===== src/asfcs_map.svh =====
// Register map, field positions, reset values and timing counts of the serial unit
// Operation
// - Fill count bits 14:8 show bytes waiting in the transmit FIFO.
// - Fill count bits 6:0 show bytes held in the receive FIFO.
// - Transmit count reads zero when empty and 0x40 when full.
// - Receive count reads zero when empty and 0x40 when full.
// - Fill count bits 15 and 7 read zero; register is read-only, resets zero.
// - Stop count only matters while the stop function is enabled.
// - Stop count value N means N plus one bytes.
// - With stop enabled, transmitter halts after the programmed bytes are fully sent.
// - Stop count register resets to 0xFF and is read/write.
// - Separate 64-byte transmit and receive FIFOs allow back-to-back characters.
// - Mode bit 6 selects eight data bits (0) or seven (1).
// - Mode bit 5 adds one parity bit per frame; no multiprocessor bit.
// - Mode bit 3 selects one stop bit (0) or two (1).
// - Receiver flags framing, parity, overrun, FIFO full, data ready and break.
// - Frame is low start, data LSB first, optional parity, high stops, then high.
// - On reaching the stop count, stop sending, set flag, interrupt if enabled.
// - With two stop bits only the first one is checked for framing.
`ifndef ASFCS_MAP_SVH
`define ASFCS_MAP_SVH

`define ASFCS_OFS_MODE 8'h00
`define ASFCS_OFS_CTRL 8'h04
`define ASFCS_OFS_STATUS 8'h08
`define ASFCS_OFS_MASK 8'h0C
`define ASFCS_OFS_TXDATA 8'h10
`define ASFCS_OFS_RXDATA 8'h14
`define ASFCS_OFS_FILL 8'h18
`define ASFCS_OFS_STOPCNT 8'h1C
`define ASFCS_OFS_BAUD 8'h20

`define ASFCS_MODE_CHAR7 6
`define ASFCS_MODE_PAREN 5
`define ASFCS_MODE_PARODD 4
`define ASFCS_MODE_STOP2 3

`define ASFCS_CTRL_TXEN 0
`define ASFCS_CTRL_RXEN 1
`define ASFCS_CTRL_TXCLR 2
`define ASFCS_CTRL_RXCLR 3
`define ASFCS_CTRL_STOPEN 4
`define ASFCS_CTRL_EXTCLK 5
`define ASFCS_CTRL_LOOP 6

`define ASFCS_ST_TXSTOP 0
`define ASFCS_ST_FRAME 1
`define ASFCS_ST_PARITY 2
`define ASFCS_ST_OVERRUN 3
`define ASFCS_ST_RXFULL 4
`define ASFCS_ST_RXREADY 5
`define ASFCS_ST_BREAK 6
`define ASFCS_ST_TXDONE 7

`define ASFCS_RST_MODE 8'h00
`define ASFCS_RST_CTRL 7'h00
`define ASFCS_RST_STOPCNT 8'hFF
`define ASFCS_RST_BAUD 16'h000A

`define ASFCS_TICKS_LAST 4'hF
`define ASFCS_TICKS_MID 4'h7

`endif


===== src/asfcs_pkg.sv =====
// Shared types of the serial unit
package asfcs_pkg;
	typedef enum logic [4:0] {
		SER_IDLE = 5'h01,
		SER_START = 5'h02,
		SER_DATA = 5'h04,
		SER_PARITY = 5'h08,
		SER_STOP = 5'h10
	} asfcs_ser_state_t;
endpackage


===== src/asfcs_baud.sv =====
// Sample tick at sixteen times the bit rate, internal divider or external clock
module asfcs_baud (
	input wire logic ref_clk,
	input wire logic reset,
	input wire logic extSel,
	input wire logic extSerClk,
	input wire logic [15:0] divisor,
	output logic tick
);
	typedef struct packed {
		logic [15:0] cnt;
		logic extPrev;
		logic tick;
	} asfcs_baud_st_t;
	asfcs_baud_st_t state_ff, nxt_state;

	always_comb begin
		nxt_state = state_ff;
		nxt_state.extPrev = extSerClk;
		nxt_state.tick = 1'b0;
		if (extSel) begin
			// Both edges of an 8x clock give the 16 samples per bit
			nxt_state.tick = (extSerClk != state_ff.extPrev);
			nxt_state.cnt = '0;
		end else if (state_ff.cnt >= divisor) begin
			nxt_state.cnt = '0;
			nxt_state.tick = 1'b1;
		end else begin
			nxt_state.cnt = state_ff.cnt + 16'h0001;
		end
	end

	always_ff @(posedge ref_clk or posedge reset) begin
		if (reset) begin
			state_ff <= '0;
		end else begin
			state_ff <= nxt_state;
		end
	end

	assign tick = state_ff.tick;
endmodule


===== src/asfcs_fifo.sv =====
// Byte FIFO with occupancy count
module asfcs_fifo #(
	parameter int WIDTH = 8,
	parameter int DEPTH = 64
) (
	input wire logic ref_clk,
	input wire logic reset,
	input wire logic clear,
	input wire logic push,
	input wire logic [WIDTH-1:0] wrData,
	input wire logic pop,
	output logic [WIDTH-1:0] rdData,
	output logic [$clog2(DEPTH):0] count,
	output logic full,
	output logic empty
);
	localparam int AW = $clog2(DEPTH);
	typedef struct packed {
		logic [DEPTH-1:0][WIDTH-1:0] mem;
		logic [AW-1:0] wrPtr;
		logic [AW-1:0] rdPtr;
		logic [AW:0] count;
	} asfcs_fifo_st_t;
	asfcs_fifo_st_t state_ff, nxt_state;
	logic doPush, doPop;

	always_comb begin
		nxt_state = state_ff;
		doPush = push && !full;
		doPop = pop && !empty;
		if (doPush) begin
			nxt_state.mem[state_ff.wrPtr] = wrData;
			nxt_state.wrPtr = state_ff.wrPtr + 1'b1;
		end
		if (doPop) begin
			nxt_state.rdPtr = state_ff.rdPtr + 1'b1;
		end
		// Count moves at the end of the cycle of a lone push or pop; a push with a pop leaves it
		if (doPush && !doPop) begin
			nxt_state.count = state_ff.count + 1'b1;
		end else if (doPop && !doPush) begin
			nxt_state.count = state_ff.count - 1'b1;
		end
		if (clear) begin
			nxt_state.wrPtr = '0;
			nxt_state.rdPtr = '0;
			nxt_state.count = '0;
		end
	end

	always_ff @(posedge ref_clk or posedge reset) begin
		if (reset) begin
			state_ff <= '0;
		end else begin
			state_ff <= nxt_state;
		end
	end

	assign rdData = state_ff.mem[state_ff.rdPtr];
	assign count = state_ff.count;
	assign full = (state_ff.count == (AW+1)'(DEPTH));
	assign empty = (state_ff.count == '0);
endmodule


===== src/asfcs_uart.sv =====
// Asynchronous serial unit with FIFO fill counts and transmit stop count, APB slave
`include "asfcs_map.svh"
module asfcs_uart #(
	parameter int FIFO_DEPTH = 64
) (
	input wire logic ref_clk,
	input wire logic reset,
	input wire logic [7:0] paddr,
	input wire logic psel,
	input wire logic penable,
	input wire logic pwrite,
	input wire logic [31:0] pwdata,
	output logic [31:0] prdata,
	output logic pready,
	output logic pslverr,
	input wire logic rxd,
	input wire logic extSerClk,
	output logic txd,
	output logic irq
);
	localparam int CW = $clog2(FIFO_DEPTH) + 1;

	typedef struct packed {
		logic [7:0] mode;
		logic [6:0] ctrl;
		logic [7:0] status;
		logic [7:0] mask;
		logic [7:0] stopCnt;
		logic [15:0] baudDiv;
		logic [31:0] rdata;
		asfcs_pkg::asfcs_ser_state_t txState;
		logic [3:0] txTick;
		logic [2:0] txBit;
		logic [7:0] txShift;
		logic txPar;
		logic txLine;
		logic [7:0] txSent;
		asfcs_pkg::asfcs_ser_state_t rxState;
		logic [3:0] rxTick;
		logic [2:0] rxBit;
		logic [7:0] rxShift;
		logic rxAcc;
		logic rxZero;
		logic rxParBad;
	} asfcs_uart_st_t;
	asfcs_uart_st_t state_ff, nxt_state;

	logic [CW-1:0] txCount, rxCount;
	logic txFull, txEmpty, rxFull, rxEmpty, tick;
	logic [7:0] txHead, rxHead, rxByte, evt, clr;
	logic txPush, txPop, rxPush, rxPop;
	logic accWr, accRd, setupRd, addrOk, rxLine, txHalt;
	logic char7, parEn, parOdd, stop2, txEn, rxEn, stopEn;
	logic [2:0] lastBit;
	logic [31:0] rdVal;
	logic [15:0] fillVal;

	// Separate transmit and receive storage
	asfcs_fifo #(.WIDTH(8), .DEPTH(FIFO_DEPTH)) txFifo (
		.ref_clk(ref_clk),
		.reset(reset),
		.clear(state_ff.ctrl[`ASFCS_CTRL_TXCLR]),
		.push(txPush),
		.wrData(pwdata[7:0]),
		.pop(txPop),
		.rdData(txHead),
		.count(txCount),
		.full(txFull),
		.empty(txEmpty)
	);

	asfcs_fifo #(.WIDTH(8), .DEPTH(FIFO_DEPTH)) rxFifo (
		.ref_clk(ref_clk),
		.reset(reset),
		.clear(state_ff.ctrl[`ASFCS_CTRL_RXCLR]),
		.push(rxPush),
		.wrData(rxByte),
		.pop(rxPop),
		.rdData(rxHead),
		.count(rxCount),
		.full(rxFull),
		.empty(rxEmpty)
	);

	asfcs_baud baudGen (
		.ref_clk(ref_clk),
		.reset(reset),
		.extSel(state_ff.ctrl[`ASFCS_CTRL_EXTCLK]),
		.extSerClk(extSerClk),
		.divisor(state_ff.baudDiv),
		.tick(tick)
	);

	assign char7 = state_ff.mode[`ASFCS_MODE_CHAR7];
	assign parEn = state_ff.mode[`ASFCS_MODE_PAREN];
	assign parOdd = state_ff.mode[`ASFCS_MODE_PARODD];
	assign stop2 = state_ff.mode[`ASFCS_MODE_STOP2];
	assign txEn = state_ff.ctrl[`ASFCS_CTRL_TXEN];
	assign rxEn = state_ff.ctrl[`ASFCS_CTRL_RXEN];
	assign stopEn = state_ff.ctrl[`ASFCS_CTRL_STOPEN];
	// Seven or eight data bits
	assign lastBit = char7 ? 3'h6 : 3'h7;
	// Transmitter held while the stop flag stands and the function is on
	assign txHalt = stopEn && state_ff.status[`ASFCS_ST_TXSTOP];
	assign rxLine = state_ff.ctrl[`ASFCS_CTRL_LOOP] ? state_ff.txLine : rxd;
	// Reserved bits 15 and 7 are zero
	assign fillVal = {1'h0, 7'(txCount), 1'h0, 7'(rxCount)};

	assign accWr = psel && penable && pwrite;
	assign accRd = psel && penable && !pwrite;
	assign setupRd = psel && !penable && !pwrite;
	assign addrOk = paddr inside {`ASFCS_OFS_MODE, `ASFCS_OFS_CTRL, `ASFCS_OFS_STATUS,
		`ASFCS_OFS_MASK, `ASFCS_OFS_TXDATA, `ASFCS_OFS_RXDATA, `ASFCS_OFS_FILL,
		`ASFCS_OFS_STOPCNT, `ASFCS_OFS_BAUD};

	always_comb begin
		nxt_state = state_ff;
		txPush = 1'b0;
		txPop = 1'b0;
		rxPush = 1'b0;
		rxPop = 1'b0;
		evt = 8'h00;
		clr = 8'h00;
		rxByte = 8'h00;
		rdVal = 32'h00000000;

		// Register writes; the fill count register takes no write
		if (accWr) begin
			case (paddr)
				`ASFCS_OFS_MODE: nxt_state.mode = pwdata[7:0];
				`ASFCS_OFS_CTRL: nxt_state.ctrl = pwdata[6:0];
				`ASFCS_OFS_STATUS: clr = pwdata[7:0];
				`ASFCS_OFS_MASK: nxt_state.mask = pwdata[7:0];
				`ASFCS_OFS_TXDATA: txPush = !txFull;
				`ASFCS_OFS_STOPCNT: nxt_state.stopCnt = pwdata[7:0];
				`ASFCS_OFS_BAUD: nxt_state.baudDiv = pwdata[15:0];
				default: clr = 8'h00;
			endcase
		end
		if (accRd && paddr == `ASFCS_OFS_RXDATA) begin
			rxPop = !rxEmpty;
		end

		// Read data is captured in the setup cycle
		if (setupRd) begin
			case (paddr)
				`ASFCS_OFS_MODE: rdVal = {24'h000000, state_ff.mode};
				`ASFCS_OFS_CTRL: rdVal = {25'h0000000, state_ff.ctrl};
				`ASFCS_OFS_STATUS: rdVal = {24'h000000, state_ff.status};
				`ASFCS_OFS_MASK: rdVal = {24'h000000, state_ff.mask};
				`ASFCS_OFS_RXDATA: rdVal = {24'h000000, rxHead};
				`ASFCS_OFS_FILL: rdVal = {16'h0000, fillVal};
				`ASFCS_OFS_STOPCNT: rdVal = {24'h000000, state_ff.stopCnt};
				`ASFCS_OFS_BAUD: rdVal = {16'h0000, state_ff.baudDiv};
				default: rdVal = 32'h00000000;
			endcase
			nxt_state.rdata = rdVal;
		end

		if (!stopEn) begin
			nxt_state.txSent = 8'h00;
		end

		// Transmitter: start, data LSB first, parity, stop bits
		if (tick) begin
			nxt_state.txTick = state_ff.txTick + 4'h1;
			unique case (state_ff.txState)
				asfcs_pkg::SER_IDLE: begin
					nxt_state.txLine = 1'b1;
					if (txEn && !txEmpty && !txHalt) begin
						txPop = 1'b1;
						nxt_state.txShift = txHead;
						nxt_state.txPar = ^(char7 ? {1'b0, txHead[6:0]} : txHead) ^ parOdd;
						nxt_state.txState = asfcs_pkg::SER_START;
						nxt_state.txLine = 1'b0;
						nxt_state.txTick = 4'h0;
						nxt_state.txBit = 3'h0;
					end
				end
				asfcs_pkg::SER_START: begin
					if (state_ff.txTick == `ASFCS_TICKS_LAST) begin
						nxt_state.txState = asfcs_pkg::SER_DATA;
						nxt_state.txLine = state_ff.txShift[0];
					end
				end
				asfcs_pkg::SER_DATA: begin
					if (state_ff.txTick == `ASFCS_TICKS_LAST) begin
						if (state_ff.txBit == lastBit) begin
							nxt_state.txBit = 3'h0;
							if (parEn) begin
								nxt_state.txState = asfcs_pkg::SER_PARITY;
								nxt_state.txLine = state_ff.txPar;
							end else begin
								nxt_state.txState = asfcs_pkg::SER_STOP;
								nxt_state.txLine = 1'b1;
							end
						end else begin
							nxt_state.txBit = state_ff.txBit + 3'h1;
							nxt_state.txShift = {1'b0, state_ff.txShift[7:1]};
							nxt_state.txLine = state_ff.txShift[1];
						end
					end
				end
				asfcs_pkg::SER_PARITY: begin
					if (state_ff.txTick == `ASFCS_TICKS_LAST) begin
						nxt_state.txState = asfcs_pkg::SER_STOP;
						nxt_state.txLine = 1'b1;
					end
				end
				asfcs_pkg::SER_STOP: begin
					if (state_ff.txTick == `ASFCS_TICKS_LAST) begin
						if (state_ff.txBit == {2'h0, stop2}) begin
							nxt_state.txState = asfcs_pkg::SER_IDLE;
							evt[`ASFCS_ST_TXDONE] = txEmpty;
							// Count N means N+1 frames fully sent
							if (stopEn) begin
								if (state_ff.txSent == state_ff.stopCnt) begin
									evt[`ASFCS_ST_TXSTOP] = 1'b1;
									nxt_state.txSent = 8'h00;
								end else begin
									nxt_state.txSent = state_ff.txSent + 8'h01;
								end
							end
						end else begin
							nxt_state.txBit = state_ff.txBit + 3'h1;
						end
					end
				end
				default: begin
					nxt_state.txState = asfcs_pkg::SER_IDLE;
					nxt_state.txLine = 1'b1;
				end
			endcase

			// Receiver, sampling each bit at its middle
			nxt_state.rxTick = state_ff.rxTick + 4'h1;
			unique case (state_ff.rxState)
				asfcs_pkg::SER_IDLE: begin
					if (rxEn && !rxLine) begin
						nxt_state.rxState = asfcs_pkg::SER_START;
						nxt_state.rxTick = 4'h0;
						nxt_state.rxBit = 3'h0;
						nxt_state.rxAcc = 1'b0;
						nxt_state.rxZero = 1'b1;
						nxt_state.rxParBad = 1'b0;
					end
				end
				asfcs_pkg::SER_START: begin
					if (state_ff.rxTick == `ASFCS_TICKS_MID) begin
						nxt_state.rxTick = 4'h0;
						nxt_state.rxState = rxLine ? asfcs_pkg::SER_IDLE : asfcs_pkg::SER_DATA;
					end
				end
				asfcs_pkg::SER_DATA: begin
					if (state_ff.rxTick == `ASFCS_TICKS_LAST) begin
						nxt_state.rxShift = {rxLine, state_ff.rxShift[7:1]};
						nxt_state.rxAcc = state_ff.rxAcc ^ rxLine;
						nxt_state.rxZero = state_ff.rxZero && !rxLine;
						nxt_state.rxBit = state_ff.rxBit + 3'h1;
						if (state_ff.rxBit == lastBit) begin
							nxt_state.rxState = parEn ? asfcs_pkg::SER_PARITY : asfcs_pkg::SER_STOP;
						end
					end
				end
				asfcs_pkg::SER_PARITY: begin
					if (state_ff.rxTick == `ASFCS_TICKS_LAST) begin
						nxt_state.rxParBad = state_ff.rxAcc ^ rxLine ^ parOdd;
						nxt_state.rxZero = state_ff.rxZero && !rxLine;
						nxt_state.rxState = asfcs_pkg::SER_STOP;
					end
				end
				asfcs_pkg::SER_STOP: begin
					// Only the first stop bit is checked
					if (state_ff.rxTick == `ASFCS_TICKS_LAST) begin
						nxt_state.rxState = asfcs_pkg::SER_IDLE;
						rxByte = char7 ? {1'b0, state_ff.rxShift[7:1]} : state_ff.rxShift;
						evt[`ASFCS_ST_FRAME] = !rxLine;
						evt[`ASFCS_ST_PARITY] = state_ff.rxParBad;
						evt[`ASFCS_ST_BREAK] = state_ff.rxZero && !rxLine;
						if (rxFull) begin
							evt[`ASFCS_ST_OVERRUN] = 1'b1;
						end else begin
							rxPush = 1'b1;
							evt[`ASFCS_ST_RXREADY] = 1'b1;
							evt[`ASFCS_ST_RXFULL] = (rxCount == CW'(FIFO_DEPTH - 1));
						end
					end
				end
				default: nxt_state.rxState = asfcs_pkg::SER_IDLE;
			endcase
		end

		// Sticky events; a new event wins over a clear in the same cycle
		nxt_state.status = (state_ff.status & ~clr) | evt;
	end

	always_ff @(posedge ref_clk or posedge reset) begin
		if (reset) begin
			state_ff <= '0;
			state_ff.mode <= `ASFCS_RST_MODE;
			state_ff.ctrl <= `ASFCS_RST_CTRL;
			state_ff.stopCnt <= `ASFCS_RST_STOPCNT;
			state_ff.baudDiv <= `ASFCS_RST_BAUD;
			state_ff.txState <= asfcs_pkg::SER_IDLE;
			state_ff.rxState <= asfcs_pkg::SER_IDLE;
			state_ff.txLine <= 1'b1;
		end else begin
			state_ff <= nxt_state;
		end
	end

	assign prdata = state_ff.rdata;
	assign pready = 1'b1;
	assign pslverr = psel && penable && !addrOk;
	assign txd = state_ff.txLine;
	// Interrupt from any status bit, each gated by its mask bit
	assign irq = |(state_ff.status & state_ff.mask);
endmodule


===== config.mk =====
export PLATFORM = sky130hd
export DESIGN_NAME = asfcs_uart
export DESIGN_NICKNAME = d
export VERILOG_FILES = /design/src/asfcs_pkg.sv /design/src/asfcs_baud.sv /design/src/asfcs_fifo.sv /design/src/asfcs_uart.sv
export VERILOG_INCLUDE_DIRS = /design/src
export SDC_FILE = /design/constraint.sdc
export NUM_CORES = 2
export LEC_CHECK = 0
export BUFFER_PORTS_ARGS = -buffer_cell sky130_fd_sc_hd__clkbuf_2
export CELL_PAD_IN_SITES_DETAIL_PLACEMENT = 1
export CELL_PAD_IN_SITES_GLOBAL_PLACEMENT = 1
export CORE_ASPECT_RATIO = 1.2
export CORE_MARGIN = 2
export CORE_UTILIZATION = 37
export CTS_BUF_LIST = sky130_fd_sc_hd__clkbuf_4 sky130_fd_sc_hd__clkbuf_8 sky130_fd_sc_hd__clkbuf_16
export CTS_CLUSTER_DIAMETER = 150
export CTS_CLUSTER_SIZE = 28
export DETAILED_ROUTE_END_ITERATION = 7
export GPL_TIMING_DRIVEN = 0
export MAX_ROUTING_LAYER = met4
export PLACE_DENSITY = 0.69
export REMOVE_ABC_BUFFERS = 1
export SLEW_MARGIN = 20
export SYNTH_ARGS = -nofsm -noshare
export SYNTH_HDL_FRONTEND = slang
export SYNTH_HIERARCHICAL = 1
export SYNTH_SLANG_ARGS = --single-unit

===== constraint.sdc =====
create_clock -name ref_clk -period 25.3 [get_ports ref_clk]
set_input_delay 1.265 -clock ref_clk [delete_from_list [all_inputs] [get_ports ref_clk]]
set_output_delay 1.265 -clock ref_clk [all_outputs]
set_load 0.005 [all_outputs]

## After elaboration in Yosys (flattened, before gate mapping)

Index checks and enable logic that the tools add are counted.

- Magnitude comparators: 7
- Add/sub/neg operators: 14
- Equality and inequality tests: 44
- Bitwise operators: 8
- Reduce and logical (&&, ||, !) cells: 67
- Muxes and demuxes: 104

Operators by type and width:

| operator | count |
|---|---|
| 512-bit bitwise mux | 2 |
| 8-bit 2-to-1 mux | 20 |
| 16-bit case mux with 8 select lines | 1 |
| 8-bit binary-select mux with 6-bit select | 2 |
| 8-bit demux with 6-bit select | 2 |
| 5-bit 2-to-1 mux | 11 |
| 5-bit case mux with 5 select lines | 2 |
| 19-bit 2-to-1 mux | 2 |
| 6-bit 2-to-1 mux | 6 |
| 8-bit by 5-bit == test with 1-bit output, second input constant | 4 |
| 16-bit 2-to-1 mux | 2 |
| 31-bit 2-to-1 mux | 1 |
| 2-bit inequality test, second input constant | 15 |
| 6-bit by 7-bit < comparator with 1-bit output, second input constant | 4 |
| 1-bit 2-to-1 mux | 28 |
| 7-bit 2-to-1 mux | 4 |
| 6-bit by 1-bit adder with 6-bit output, second input constant | 4 |
| 1-bit logical AND | 22 |
| 22-bit 2-to-1 mux | 1 |
| 16-bit by 1-bit adder with 16-bit output, second input constant | 1 |
| 8-bit bitwise AND | 2 |
| 8-bit by 4-bit == test with 1-bit output, second input constant | 2 |
| 16-bit >= comparator | 1 |
| 8-bit case mux with 2 select lines | 1 |
| 53 further kinds | 104 |

- Output and inout port bits: 36
- Logic and storage cells: 402
- Register bits after elaboration: 1220
- Bits of input ports: 47

## Longest topological paths before layout

- Depth in word-level cells: 12
- Depth in mapped cells: 16
- Mapped depth without buffers: 16

## By module

The synthesis kept the hierarchy.

By module, submodules not included:

| module | area each (um2) | instances | seq. area each (um2) | cells an instance |
|---|---|---|---|---|
| asfcs_fifo (rxFifo) | 24790.0 | 1 | 13287.7 | 1709 |
| asfcs_fifo (txFifo) | 24743.7 | 1 | 13287.7 | 1655 |
| asfcs_uart | 7005.5 | 1 | 3119.2 | 694 |
| asfcs_baud | 1376.3 | 1 | 450.4 | 135 |

## Worst setup path before layout

OpenSTA, ideal clock, no wires.

- Path kind: input -> register
- From: input paddr[3]
- To: register txFifo.state_ff, in the netlist txFifo/count[6]
- Required time: 25.175 ns
- Path buffers: 1
- Setup slack: 20.712 ns
- Arrival time: 4.463 ns
- Setup time: 0.125 ns
- Stages on the path: 14
- Path through: buf_1 > nor2_1 > nand2_1 > nor4_1 > inv_1 > a31oi_1 > ha_1 > inv_1 > ha_1 > nor2b_1 > o21a_1 > o21a_1 > o211ai_1 > mux2_2

- Longest elaborated chain between the ends: 7
- Elaborated cells on any way between the ends: 10
- Classes of those cells: eq/ne: 1; mux: 4; reduce/logical: 5

RTL lines:

| element | line | source |
|---|---|---|
| start, declared | asfcs_uart.sv:8 | `input wire logic [7:0] paddr,` |
| 8-bit by 5-bit == test with 1-bit output (*) | asfcs_uart.sv:129 | `case (paddr)` |
| 1-bit 2-to-1 mux (*) | asfcs_uart.sv:129 |  |
| 1-bit 2-to-1 mux (*) | asfcs_uart.sv:128 | `if (accWr) begin` |
| named net txPush | asfcs_uart.sv:51 | `logic txPush, txPop, rxPush, rxPop;` |
| 1-bit logical AND (*) | asfcs_fifo.sv:29 | `doPush = push && !full;` |
| 1-bit logical AND / 1-bit zero test (equally long branches) | asfcs_fifo.sv:39, asfcs_fifo.sv:41 |  |
| 7-bit 2-to-1 mux / 1-bit logical AND (equally long branches) | asfcs_fifo.sv:39, asfcs_fifo.sv:41 |  |
| 19-bit 2-to-1 mux / 3-bit nonzero test (equally long branches) | - |  |
| end signal, assigned | asfcs_fifo.sv:55 | `state_ff <= nxt_state;` |
| end, declared | asfcs_fifo.sv:24 | `asfcs_fifo_st_t state_ff, nxt_state;` |

The timed path passes the listed nets; every way through them passes the cells marked *.
A chain may end at the register's enable or synchronous reset.

## Worst setup path after layout

- From: register baudGen.state_ff, in the netlist baudGen/tick
- To: register rxFifo.state_ff, in the netlist rxFifo/count[6]

- Longest elaborated chain between the ends: 5
- Elaborated cells on any way between the ends: 8
- Classes of those cells: mux: 3; reduce/logical: 5

RTL lines:

| element | line | source |
|---|---|---|
| start, declared | asfcs_baud.sv:15 | `asfcs_baud_st_t state_ff, nxt_state;` |
| start signal, assigned | asfcs_baud.sv:37 | `state_ff <= nxt_state;` |
| 1-bit 2-to-1 mux (*) | asfcs_uart.sv:165 | `if (tick) begin` |
| named net rxPush | asfcs_uart.sv:51 |  |
| 1-bit logical AND (*) | asfcs_fifo.sv:29 |  |
| 1-bit logical AND / 1-bit zero test (equally long branches) | asfcs_fifo.sv:39, asfcs_fifo.sv:41 |  |
| 7-bit 2-to-1 mux / 1-bit logical AND (equally long branches) | asfcs_fifo.sv:39, asfcs_fifo.sv:41 |  |
| 19-bit 2-to-1 mux / 3-bit nonzero test (equally long branches) | - |  |
| end signal, assigned | asfcs_fifo.sv:55 |  |
| end, declared | asfcs_fifo.sv:24 |  |

Marks and branches as above.

==> impl_metrics.json <==
{
  "run_status": "finished clean",
  "wirelength_um": 151000,
  "synthCells": 4193,
  "grt_max_degree": 106,
  "worstPathCellList": "inv_1 > nor2_1 > nand4_1 > nor2_1 > inv_1 > a31oi_1 > ha_1 > inv_1 > ha_1 > nor2b_1 > o21a_1 > o21a_1 > o211ai_1 > mux2_2",
  "fin_setup_tns_ns": 0,
  "synth_area_leader_cell": "dfrtp_1",
  "num_vias": 34429,
  "io_buffers": 49,
  "ir_drop_mv": 0.0448,
  "fmax_mhz": 169,
  "post_cts_resized": 0,
  "grt_use_total": 0.195,
  "numCtsBuffers": 49,
  "hold_path_class": "reg2reg",
  "final_max_slew_viol_count": 0,
  "p_leak_nw": 28.8,
  "initial_utilization": 0.371,
  "p_per_area_nw_per_um2": 53.1,
  "finalSetupViolCount": 0,
  "vias_per_cell": 5.58,
  "crit_arrival_ns": 6.53,
  "synth_edf_count": 0,
  "dr_wl_met2_um": 76000,
  "relSlewSlack": 0.142,
  "max_cap_viol_count": 0,
  "rsz0062_at_grt": "no",
  "total_power_mw": 3.31,
  "die_width_um": 365,
  "crit_path_frequent_cell": "inv_1",
  "coreArea_um2": 156000,
  "cts_sinks": 1204,
  "synthFlopType": "dfrtp_1",
  "routed.top_layer": "met4",
  "dp_hpwl_um": 104000,
  "cp_slowest_cell": "dfrtp_1",
  "synth.cell_area_um2": 57900,
  "drc": 0,
  "worst-path-buf-inv": 3,
  "postCtsHoldBufs": 0,
  "antenna_found_initial": 2,
  "h-tree-depth": 2,
  "dieArea_um2": 160000,
  "dp_slack_ns": 19.37,
  "layout-drive-gt1-share": 0.409,
  "worst_slew_pin_slew_ns": 1.28,
  "nets": 4141,
  "crit_path_start_kind": "flip-flop",
  "final_util": 0.399,
  "synth_cell_types": 88,
  "clock_path_buffers": 3,
  "row_count": 159,
  "die_y_um": 437,
  "syn_to_final_growth_pct": 7.59,
  "antenna_left": 0,
  "skew_ns": 0.0805,
  "synth_warnings": 6,
  "async_flop_share": 1.00,
  "critical_path_class": "reg2reg",
  "dr_wl_met3_um": 3580,
  "wl_met1_um": 66200,
  "finalCriticalPeriod_ns": 5.91,
  "path_max_fanout": 20,
  "setup_slack_ns": 19.39,
  "grt_pass1_wl_um": 234000,
  "cpPeakStageDelay_ns": 0.90,
  "io_pins": 83,
  "cts_setup_buffers": 0,
  "path_delay_family": "simple AND/OR/NAND/NOR gates",
  "synth-seq-cells": 1204,
  "grt_remaining_overflow": 0,
  "synth_area_leaders": "dfrtp_1 (51%), mux2_2 (21%), mux4_2 (7.6%)",
  "tritoncts": "done",
  "synth_top_area_frac": 0.515,
  "clkSlewWorstSetupHoldPaths_ns": 0.12,
  "worstPathRequired_ns": 25.92,
  "hold_viol": 0,
  "ys_seq_area_frac": 0.521,
  "first_iter_violations": 2310,
  "clock_latency_ns": 0.73,
  "period_share": 0.233,
  "wl_per_cell_um": 24.5,
  "grt_pass1_vias": 37095,
  "fillers": 15996,
  "cts-root-buf": "clkbuf_16",
  "firstDrtPassIters": 7,
  "place.gp.congestion": 0.853,
  "synth_common_cells": "dfrtp_1 (1191), mux2_2 (1082), mux4_2 (196)",
  "synth_most_common_cell": "dfrtp_1",
  "critPathCaptureType": "flip-flop",
  "syn_area_per_cell_um2": 13.8
}
==> cells in the final DEF (no fill, tap or decap), types with 10 or more instances in the layout <==
master / synthesis / routed
buf_16: 0 / 30
o22ai_1: 57 / 57
nor3_1: 24 / 24
nor2_1: 120 / 112
a211oi_1: 30 / 30
nand2_2: 112 / 112
o21ai_0: 48 / 48
inv_1: 58 / 54
buf_12: 0 / 19
nor4_2: 12 / 12
xnor2_1: 25 / 25
dfstp_2: 13 / 13
clkbuf_16: 0 / 49
mux2_1: 18 / 18
mux4_2: 196 / 196
nand4_1: 16 / 16
a22oi_1: 42 / 42
conb_1: 2 / 17
nand3b_1: 14 / 14
a31oi_1: 16 / 16
mux2_2: 1082 / 1082
nor4_1: 22 / 22
nand3_1: 52 / 52
ha_1: 38 / 38
dfrtp_1: 1191 / 1185
and3_1: 29 / 29
clkbuf_4: 0 / 25
clkbuf_2: 1 / 41
a21oi_1: 44 / 44
xor2_1: 33 / 33
o21a_1: 10 / 10
o221ai_1: 11 / 11
nor2b_1: 14 / 12
nand2_1: 155 / 155
a21o_1: 16 / 16
mux2i_1: 182 / 182
==> where the power goes <==
group          total, mW  switching [mW]  leakage (nW)  internal [mW]
Clock               1.01           0.623         0.722          0.386
Sequential          1.98          0.0432          16.7           1.94
Combinational      0.313           0.193          11.3          0.119
==> sequential cells by signal (all words and copies together) (netlist names), 7 cells and up <==
register	cells
baudGen/state_ff	17
state_ff	103
prdata	16
txFifo/count	7
txFifo/state_ff	524
rxFifo/state_ff	524
rxFifo/count	7
==> cell type report <==
| type | instances | area, µm² | area share |
|---|---|---|---|
| Sequential cell | 1204 | 30200 | 0.484 |
| Tap cell | 2093 | 2620 | 0.0420 |
| Clock inverter | 5 | 87.6 | 0.00141 |
| Antenna cell | 1 | 2.50 | 0.0000402 |
| Timing Repair Buffer | 114 | 1640 | 0.0263 |
| Clock buffer | 66 | 1350 | 0.0217 |
| Multi-Input combinational cell | 2625 | 26200 | 0.420 |
| Inverter | 60 | 248 | 0.00398 |
==> layer usage <==
layer,vias up,GRT usage
met3,194,0.0178
li1,15132,-
met5,-,-
met4,0,0.0620
met1,18668,0.249
met2,435,0.327
==> metrics by stage <==
stage	instances	instance area [µm²]	hold slack, ns
floorplan	3889	56400	0.441
global placement	6031	59300	0.460
detailed placement	6096	60900	0.462
CTS	6167	62300	0.490
global route	6168	62300	0.514
finish	6168	62300	0.485
==> worst register-to-register path, cell delays in order (launching register included) <==
cell      delay, ns
dfrtp_1        0.90
inv_1          0.47
nor2_1         0.27
nand4_1        0.82
nor2_1         0.69
inv_1          0.12
a31oi_1        0.47
ha_1           0.41
inv_1          0.17
ha_1           0.36
nor2b_1        0.15
o21a_1         0.20
o21a_1         0.21
o211ai_1       0.22
mux2_2         0.35
==> cell families after synthesis <==
| family | Yosys count | synth area share |
|---|---|---|
| mux | 1478 | 0.322 |
| flops | 1204 | 0.521 |
| simple gates | 652 | 0.0625 |
| compound gates | 380 | 0.0471 |
| buf+inv | 379 | 0.0305 |
| xor+xnor | 58 | 0.00877 |
| fa+ha+maj | 40 | 0.00890 |
| other cells | 2 | 0.000130 |
==> worst paths after layout <==
path | slack (ns) | cells after the start | from | endpoint
min in group asynchronous | 0.76 | 2 | reset | state_ff[99]
hold / removal | 0.48 | 2 | state_ff[32] | state_ff[32]
max in group asynchronous | 22.70 | 5 | reset | rxFifo/state_ff[437]
setup / recovery | 19.39 | 14 | baudGen/tick | rxFifo/count[6]
setup reg to reg | 19.39 | 14 | baudGen/tick | rxFifo/count[6]
hold reg to reg | 0.48 | 2 | state_ff[32] | state_ff[32]
Note: power is estimated with default switching activity, not from simulation.
